## src/hdl/gpl_cfg.svh

```systemverilog
`ifndef GPL_CFG_SVH
`define GPL_CFG_SVH
`define GPL_OFS_MODE 8'h00
`define GPL_OFS_OTYPE 8'h04
`define GPL_OFS_SLEW 8'h08
`define GPL_OFS_PULL 8'h0C
`define GPL_OFS_IN 8'h10
`define GPL_OFS_OUT 8'h14
`define GPL_OFS_SETCLR 8'h18
`define GPL_OFS_FREEZE 8'h1C
`define GPL_OFS_AFL 8'h20
`define GPL_OFS_AFH 8'h24
`define GPL_OFS_CLR 8'h28
`define GPL_KEY_BIT 16
`define GPL_RST_ZERO 32'h0000_0000
`define GPL_AF_MAX_SMALL 4'h7
`endif

```

## src/hdl/gpl_pkg.sv

```systemverilog
package gpl_pkg;
    typedef enum logic [1:0] {
        KEY_IDLE,
        KEY_ONE,
        KEY_ZERO,
        KEY_DONE
    } gpl_key_t;
    typedef enum logic [1:0] {
        MODE_INPUT,
        MODE_OUTPUT,
        MODE_ALT,
        MODE_ANALOG
    } gpl_mode_t;
endpackage

```

## src/hdl/gpl_port.sv

```systemverilog
// Our own choice: the AHB-Lite register port.
`timescale 1ns/100ps
// Summary of operation
// RULE_01: Output value register, sixteen bits, read/write.
// RULE_02: Set/clear low half ones set outputs.
// RULE_03: Set/clear high half ones clear outputs.
// RULE_04: Set wins over clear same pin.
// RULE_05: Write-only registers read back as zero.
// RULE_06: Clear-only register low half clears outputs.
// RULE_07: Software writes key 1,0,1 then reads.
// RULE_08: Mask constant; wrong step abandons locking.
// RULE_09: Software uses word accesses during sequence.
// RULE_10: Key reads one; register frozen until reset.
// RULE_11: Locked pins ignore configuration and selector writes.
// RULE_12: Mask readable, writable only while key zero.
// RULE_13: Key bit changes only via sequence.
// RULE_14: Low selector register holds pins 0-7.
// RULE_15: High selector register holds pins 8-15.
// RULE_16: Codes above seven only on wide ports.
// RULE_17: Decode mode, type, slew, pull, input.
// RULE_18: Listed registers reset to zero.
// RULE_19: Two-bit mode field per pin.
// RULE_20: Output-type bit: push-pull or open-drain.
// RULE_21: Pins sampled into input value each cycle.
// RULE_22: Word, halfword and byte writes accepted.
// RULE_23: Set/clear effects visible at next read.
// RULE_24: Bad write returns key tracker to idle.
module gpl_port #(
    parameter int PINS = 16,
    parameter bit WIDE_AF = 1'b1
) (
    input wire logic clk_sys,
    input wire logic rst,
    input wire logic hsel,
    input wire logic [31:0] haddr,
    input wire logic [1:0] htrans,
    input wire logic hwrite,
    input wire logic [2:0] hsize,
    input wire logic [31:0] hwdata,
    input wire logic hready,
    output logic [31:0] hrdata,
    output logic hreadyout,
    output logic hresp,
    input wire logic [15:0] pin_in,
    output logic [15:0] pin_out,
    output logic [31:0] pin_mode,
    output logic [15:0] pin_odrain,
    output logic [31:0] pin_slew,
    output logic [31:0] pin_pull,
    output logic [63:0] pin_af,
    output logic cfg_frozen
);
`include "gpl_cfg.svh"

    if (PINS != 16) begin : g_bad_pins
        $error("gpl_port serves exactly sixteen pins");
    end

    typedef struct packed {
        logic wpend;
        logic [7:0] waddr;
        logic [2:0] wsize;
        logic [15:0] sync1;
        logic [15:0] sync2;
        logic [15:0] in_val;
        logic [15:0] out_val;
        logic [31:0] mode;
        logic [15:0] otype;
        logic [31:0] slew;
        logic [31:0] pull;
        logic [63:0] af;
        logic [15:0] mask;
        logic key;
        gpl_pkg::gpl_key_t kst;
    } gpl_state_t;

    gpl_state_t s_r;
    gpl_state_t s_nxt;

    logic [31:0] be;
    logic [31:0] wd;
    logic [7:0] wofs;
    logic [15:0] lk1;
    logic [31:0] lk2;
    logic [63:0] lk4;
    logic [63:0] af_new;
    logic [31:0] sc;

    // Byte-lane mask from latched size and address
    always_comb begin
        be = 32'h0000_0000;
        case (s_r.wsize)
            3'd0: be[s_r.waddr[1:0]*8 +: 8] = 8'hFF; // [RULE_22]
            3'd1: be[s_r.waddr[1]*16 +: 16] = 16'hFFFF; // [RULE_22]
            default: be = 32'hFFFF_FFFF; // [RULE_22]
        endcase
        wd = hwdata & be;
    end
    assign wofs = {s_r.waddr[7:2], 2'b00};

    // Per-pin lock expansion for 1-bit, 2-bit and 4-bit fields
    genvar g;
    generate
        for (g = 0; g < 16; g++) begin : g_lk
            assign lk1[g] = s_r.mask[g] & s_r.key; // [RULE_11]
            assign lk2[2*g +: 2] = {2{s_r.mask[g] & s_r.key}}; // [RULE_11]
            assign lk4[4*g +: 4] = {4{s_r.mask[g] & s_r.key}}; // [RULE_11]
            assign af_new[4*g +: 4] =
                (!WIDE_AF && hwdata[4*(g%8)+3])
                    ? s_r.af[4*g +: 4] : hwdata[4*(g%8) +: 4]; // [RULE_16]
        end
    endgenerate

    always_comb begin
        s_nxt = s_r;
        s_nxt.sync1 = pin_in;
        s_nxt.sync2 = s_r.sync1;
        s_nxt.in_val = s_r.sync2; // [RULE_21]
        sc = 32'h0000_0000;
        s_nxt.wpend = 1'b0;
        if (s_r.wpend) begin
            case (wofs)
                `GPL_OFS_MODE:
                    s_nxt.mode = (s_r.mode & (lk2 | ~be)) |
                        (wd & ~lk2); // [RULE_11] [RULE_19]
                `GPL_OFS_OTYPE:
                    s_nxt.otype = (s_r.otype & (lk1 | ~be[15:0])) |
                        (wd[15:0] & ~lk1); // [RULE_11] [RULE_20]
                `GPL_OFS_SLEW:
                    s_nxt.slew = (s_r.slew & (lk2 | ~be)) | (wd & ~lk2);
                `GPL_OFS_PULL:
                    s_nxt.pull = (s_r.pull & (lk2 | ~be)) | (wd & ~lk2);
                `GPL_OFS_OUT:
                    s_nxt.out_val = (s_r.out_val & ~be[15:0]) |
                        wd[15:0]; // [RULE_01]
                `GPL_OFS_SETCLR:
                    sc = wd; // [RULE_02] [RULE_03]
                `GPL_OFS_CLR:
                    sc = {wd[15:0], 16'h0000}; // [RULE_06]
                `GPL_OFS_AFL:
                    s_nxt.af[31:0] = (s_r.af[31:0] & (lk4[31:0] | ~be)) |
                        (af_new[31:0] & be & ~lk4[31:0]); // [RULE_14]
                `GPL_OFS_AFH:
                    s_nxt.af[63:32] = (s_r.af[63:32] &
                        (lk4[63:32] | ~be)) |
                        (af_new[63:32] & be & ~lk4[63:32]); // [RULE_15]
                `GPL_OFS_FREEZE: begin
                    if (!s_r.key) begin
                        s_nxt.mask = (s_r.mask & ~be[15:0]) |
                            wd[15:0]; // [RULE_12]
                        // Key sequence tracker
                        if (s_r.wsize != 3'd2) begin
                            s_nxt.kst = gpl_pkg::KEY_IDLE; // [RULE_24]
                        end else begin
                            case (s_r.kst)
                                gpl_pkg::KEY_IDLE: begin
                                    s_nxt.mask = hwdata[15:0];
                                    if (hwdata[`GPL_KEY_BIT]) begin
                                        s_nxt.kst = gpl_pkg::KEY_ONE;
                                    end
                                end
                                gpl_pkg::KEY_ONE:
                                    if (!hwdata[`GPL_KEY_BIT] &&
                                        hwdata[15:0] == s_r.mask) begin
                                        s_nxt.kst = gpl_pkg::KEY_ZERO;
                                    end else begin
                                        s_nxt.kst =
                                            gpl_pkg::KEY_IDLE; // [RULE_08]
                                    end
                                gpl_pkg::KEY_ZERO:
                                    if (hwdata[`GPL_KEY_BIT] &&
                                        hwdata[15:0] == s_r.mask) begin
                                        s_nxt.key = 1'b1; // [RULE_13]
                                        s_nxt.kst = gpl_pkg::KEY_DONE;
                                    end else begin
                                        s_nxt.kst =
                                            gpl_pkg::KEY_IDLE; // [RULE_24]
                                    end
                                default: s_nxt.kst = gpl_pkg::KEY_IDLE;
                            endcase
                        end
                    end
                end
                default: ;
            endcase
        end
        // Clear first then set so set wins
        s_nxt.out_val = (s_nxt.out_val & ~sc[31:16]) | sc[15:0]; // [RULE_04]
        if (hsel && hready && htrans[1]) begin
            s_nxt.wpend = hwrite;
            s_nxt.waddr = haddr[7:0];
            s_nxt.wsize = hsize;
        end
        if (hsel && hready && htrans[1] && !hwrite) begin
            s_nxt.waddr = haddr[7:0];
        end
    end

    // Read data: registered one cycle after address phase
    logic [31:0] rd_now;
    always_comb begin
        case ({haddr[7:2], 2'b00})
            `GPL_OFS_MODE: rd_now = s_nxt.mode; // [RULE_17]
            `GPL_OFS_OTYPE: rd_now = {16'h0000, s_nxt.otype}; // [RULE_17]
            `GPL_OFS_SLEW: rd_now = s_nxt.slew; // [RULE_17]
            `GPL_OFS_PULL: rd_now = s_nxt.pull; // [RULE_17]
            `GPL_OFS_IN: rd_now = {16'h0000, s_r.in_val}; // [RULE_17]
            `GPL_OFS_OUT: rd_now = {16'h0000, s_nxt.out_val}; // [RULE_23]
            `GPL_OFS_FREEZE:
                rd_now = {15'h0000, s_nxt.key, s_nxt.mask}; // [RULE_10]
            `GPL_OFS_AFL: rd_now = s_nxt.af[31:0];
            `GPL_OFS_AFH: rd_now = s_nxt.af[63:32];
            default: rd_now = 32'h0000_0000; // [RULE_05]
        endcase
    end

    always_ff @(posedge clk_sys or posedge rst) begin
        if (rst) begin
            s_r <= '0; // [RULE_18]
            s_r.kst <= gpl_pkg::KEY_IDLE;
            hrdata <= `GPL_RST_ZERO;
        end else begin
            s_r <= s_nxt;
            if (hsel && hready && htrans[1] && !hwrite) begin
                hrdata <= rd_now;
            end
        end
    end

    assign hreadyout = 1'b1;
    assign hresp = 1'b0;
    assign pin_out = s_r.out_val;
    assign pin_mode = s_r.mode;
    assign pin_odrain = s_r.otype;
    assign pin_slew = s_r.slew;
    assign pin_pull = s_r.pull;
    assign pin_af = s_r.af;
    assign cfg_frozen = s_r.key;
endmodule

```

## config.mk

```make
export PLATFORM = sky130hd
export DESIGN_NAME = gpl_port
export DESIGN_NICKNAME = d
export VERILOG_FILES = /design/src/hdl/gpl_pkg.sv /design/src/hdl/gpl_port.sv
export VERILOG_INCLUDE_DIRS = /design/src /design/src/hdl
export SDC_FILE = /design/constraint.sdc
export NUM_CORES = 1
export LEC_CHECK = 0
export ABC_AREA = 1
export BUFFER_PORTS_ARGS = -buffer_cell sky130_fd_sc_hd__buf_2
export CORE_ASPECT_RATIO = 1.75
export CORE_MARGIN = 3
export CORE_UTILIZATION = 51
export DETAILED_ROUTE_END_ITERATION = 10
export PLACE_DENSITY = 0.77
export SLEW_MARGIN = 0
export SYNTH_ARGS = -nofsm -noshare
export SYNTH_HDL_FRONTEND = slang
export SYNTH_SLANG_ARGS = --single-unit
```

## constraint.sdc

```tcl
create_clock -name clk_sys -period 10.3 [get_ports clk_sys]
set_input_delay 2.06 -clock clk_sys [delete_from_list [all_inputs] [get_ports clk_sys]]
set_output_delay 2.06 -clock clk_sys [all_outputs]
set_load 0.01 [all_outputs]
```

==> flow_metrics.py <==
metrics = {
    "clock_network": {
        "cts.reportedPaths.clkPinSlew_ns": 0.07,
        "cts_buffers": 29,
        "max-clock-path-buffers": 3,
        "ctsResizeCount": 0,
        "h-tree-depth": 1,
        "numClockSinks": 303,
        "cts.repair_timing.setup_buffer_count": 0,
        "cts_root_buf": "sky130_fd_sc_hd__clkbuf_16",
        "tritoncts_clock_tree": "done",
        "hold_fix_buffer_count_after_cts": 0,
        "clk-insertion-delay-late_ns": 0.58,
    },
    "synthesis": {
        "synth-simple-area-share_pct": 27.90,
        "synth_top_flop_cell": "sky130_fd_sc_hd__dfrtp_1",
        "synth.distinct_cells": 35,
        "syn_area_um2": 16900,
        "synth.top_cells.by_area": "sky130_fd_sc_hd__dfrtp_1 (45%), sky130_fd_sc_hd__nand2_1 (17%), sky130_fd_sc_hd__buf_4 (8.9%)",
        "synthCells": 2292,
        "count_of_flip_flops_with_a_built_in_enable_after_synthesis": 0,
        "synth_compound_gate_area_share_pct": 9.638,
        "synth-adder-area-share_pct": 0,
        "ys_seq_area_share_pct": 44.86,
        "synth_fp_nets": 2382,
        "post_synth.cell_area_avg_um2": 7.375,
        "synth.top_cell.area_share_pct": 44.86,
        "postSynthRegisterBits": 303,
        "synth.most_common_cell": "sky130_fd_sc_hd__nand2_1",
        "synth_top_family_by_area": "simple AND/OR/NAND/NOR gates",
        "post_synth_most_frequent_cells": "sky130_fd_sc_hd__nand2_1 (747), sky130_fd_sc_hd__dfrtp_1 (303), sky130_fd_sc_hd__inv_1 (281)",
        "warning_count_from_the_yosys_run": 0,
        "synth_xor_area_share_pct": 0.6218,
        "yosys-mux-area-fraction_pct": 0,
        "netlist.top_cell.by_area": "sky130_fd_sc_hd__dfrtp_1",
        "ys_async_sr_fraction_pct": 100.0,
    },
    "timing": {
        "timing.fmax_ghz": 0.2177,
        "period_needed_ns": 4.594,
        "rsz0062_at_grt": "no",
        "drv_slew": 0,
        "hold_violations": 0,
        "tightest_slew_ns": 1.270,
        "relSlewSlack_pct": 14.84,
        "setup_violations": 0,
        "final_sum_of_negative_setup_slack_ns": 0,
        "finClkSkew_ns": 0.03077,
        "final.period_utilization_pct": 44.60,
    },
    "worst_setup_path": {
        "worstPathArrival_ns": 5.04,
        "timing.critical_path.required_ns": 10.75,
        "worst_setup_path_end_kind": "flop",
        "timing.setup.critical_path_class": "in -> reg",
        "critical_path.most_common_cell": "sky130_fd_sc_hd__nand2_1",
        "start_kind": "input port",
        "cpPeakStageDelay_ns": 1.13,
        "slowest_library_cell_on_the_worst_path": "sky130_fd_sc_hd__clkinv_1",
        "worst_path_dominant_cell_family": "simple AND/OR/NAND/NOR gates",
        "cp.buffers_inverters": 3,
        "timing.critical_path.cells": "buf_2 -> nor2_1 -> nand2_1 -> inv_1 -> nand2_1 -> clkinv_1 -> nand3_1 -> nand2_1 -> nor2_1 -> nand2_1 -> o21ai_1 -> nand2_1",
        "path_max_fanout": 27,
    },
    "routing": {
        "drt_first_pass_iters": 8,
        "drt_drc_violations_left": 0,
        "antenna_viol_nets_final": 0,
        "dr_total_vias": 15690,
        "finalWirelength_um": 57620,
        "drt_first_iter_violations": 1428,
        "wl_per_cell_um": 20.64,
        "vias_per_instance": 5.618,
    },
    "cells_and_area": {
        "layout.nets": 2454,
        "area_growth_syn_to_layout_pct": 7.565,
        "multiInputGateArea_um2": 6487,
        "layout.cell_area.non_filler_um2": 18180,
        "filler_cell_count": 3107,
        "seq_area_um2": 7582,
        "drive_gt1_share_pct": 16.47,
    },
    "die": {
        "placement_rows": 87,
        "fp.coreArea_um2": 32440,
        "floorplan.die.height_um": 246.8,
        "io_pins": 317,
        "initial_utilization_pct": 52.11,
        "die_area_um2": 35450,
        "floorplan.die.width_um": 143.6,
    },
    "run_status": {
        "status": "finished, final reports clean",
    },
    "global_routing": {
        "grt_first_pass_wirelength_um": 86130,
        "number_of_global_route_vias_before_repair": 15200,
        "track_usage_pct": 31.64,
        "grt_start_max_net_pins": 179,
        "grt_antenna_before_repair": 5,
        "aggregate_global_routing_overflow": 0,
    },
    "placement": {
        "post-dp-hpwl_um": 41700,
        "place_congestion": 0.9768,
        "buffer_ports.inserted": 289,
        "dpl_cell_area_um2": 17230,
    },
    "power_and_ir_drop": {
        "report.power.total_mw": 3.214,
        "power_density_nw_per_um2": 176.8,
        "highest_ir_drop_seen_on_vdd_uv": 128.4,
        "power_leakage_nw": 9.733,
    },
    "run": {
        "maxCapViolCount": 0,
    },
    "hold_path": {
        "min-delay-path-class": "reg -> reg",
    },
}
==> final timing paths <==
path,cells after the start,endpoint,slack (ns),start
max reg2reg,10,hrdata[6],7.05,s_r[270]
max in group asynchronous,4,pin_slew[15],7.15,rst
min reg2reg,0,s_r[217],0.33,s_nxt[217]
min,0,s_r[217],0.33,s_nxt[217]
min in group asynchronous,3,hrdata[0],1.69,rst
max,12,hrdata[9],5.71,haddr[6]
==> layout by cell type (no fill, tap or decap), types with 3 or more instances in the layout <==
cell type                   netlist  final
sky130_fd_sc_hd__a21boi_0         5      5
sky130_fd_sc_hd__a21oi_1         52     52
sky130_fd_sc_hd__a21oi_2          4      4
sky130_fd_sc_hd__and2_1          14     14
sky130_fd_sc_hd__buf_2           20    289
sky130_fd_sc_hd__buf_4          200     14
sky130_fd_sc_hd__clkbuf_1        39      5
sky130_fd_sc_hd__clkbuf_16        0     29
sky130_fd_sc_hd__clkbuf_8         0      5
sky130_fd_sc_hd__clkinv_2         0     11
sky130_fd_sc_hd__dfrtp_1        303    303
sky130_fd_sc_hd__diode_2          0      6
sky130_fd_sc_hd__inv_1          281    279
sky130_fd_sc_hd__inv_2            6      7
sky130_fd_sc_hd__nand2_1        747    747
sky130_fd_sc_hd__nand2_2          4      4
sky130_fd_sc_hd__nand3_1        179    179
sky130_fd_sc_hd__nand3_2          4      4
sky130_fd_sc_hd__nand4_1         30     30
sky130_fd_sc_hd__nor2_1         144    136
sky130_fd_sc_hd__nor2_2           2      8
sky130_fd_sc_hd__nor2_4           4      6
sky130_fd_sc_hd__nor3_1           4      4
sky130_fd_sc_hd__o211ai_1        23     23
sky130_fd_sc_hd__o21a_1           5      5
sky130_fd_sc_hd__o21ai_0         92     92
sky130_fd_sc_hd__o21ai_1         41     41
sky130_fd_sc_hd__o21ai_2          4      4
sky130_fd_sc_hd__o21bai_1         3      3
sky130_fd_sc_hd__o22ai_1         57     57
sky130_fd_sc_hd__xnor2_1         12     12
==> through the flow <==
step / hold WS [ns] / instances / setup slack, ns / util, %
after global routing: 0.3453 / 2789 / 5.630 / 56.02
after CTS: 0.3385 / 2786 / 5.839 / 56.00
final: 0.3324 / 2792 / 5.706 / 56.05
after global placement: 0.3325 / 2733 / 5.332 / 53.12
after detailed placement: 0.3347 / 2733 / 5.233 / 53.12
after floorplan: 0.3312 / 2292 / 4.211 / -
==> power by group <==
part / internal (mW) / total, mW / switching [mW]
Combinational: 0.222 / 0.697 / 0.475
Clock: 0.602 / 1.09 / 0.483
Sequential: 1.33 / 1.43 / 0.0992
==> cell type report <==
class / instances / share of cell area (%)
Sequential cell: 303 / 41.70
Antenna cell: 6 / 0.08258
Tap cell: 400 / 2.753
Clock buffer: 39 / 4.473
Clock inverter: 14 / 0.6744
Inverter: 289 / 5.987
Timing Repair Buffer: 304 / 8.644
Multi-Input combinational cell: 1437 / 35.68
==> registers in the layout (all words and copies together) (netlist names) <==
register and count:
cfg_frozen 1, hrdata 32, pin_odrain 16, pin_slew 32, pin_af 64, pin_mode 32
pin_out 16, s_r 46, pin_pull 32, s_nxt 32
==> kinds of logic (layout without fill, tap and decap cells) <==
logic type	count (synthesis)	count (layout)
AOI/OAI and AO/OA	287	287
xor gates and xnor gates	12	12
buffers and inverters	552	646
DFF	303	303
other	2	8
and+or+nand+nor	1136	1136
==> worst register-to-register path, stage by stage (launching register included) <==
cell                       delay, ns
sky130_fd_sc_hd__dfrtp_1        0.34
sky130_fd_sc_hd__buf_4          0.33
sky130_fd_sc_hd__nand3_2        0.31
sky130_fd_sc_hd__nor2_2         0.81
sky130_fd_sc_hd__nand3_1        0.39
sky130_fd_sc_hd__nand2_1        0.15
sky130_fd_sc_hd__nand2_1        0.08
sky130_fd_sc_hd__a21boi_0       0.27
sky130_fd_sc_hd__nand3_1        0.13
sky130_fd_sc_hd__o21ai_1        0.25
sky130_fd_sc_hd__nand2_1        0.08
==> routing by layer <==
metal  track usage (%)  vias to the layer above  part of all wire, %  routed length, um
met5                 0                        -                0.017                 10
met4             19.37                        2                  6.7               3850
met3             5.998                      227                  9.3               5343
met2             52.54                      921                   48              27680
met1             37.54                     7333                   36              20740
li1                  -                     7202                    -                  -
(Power assumes the default switching activity.)
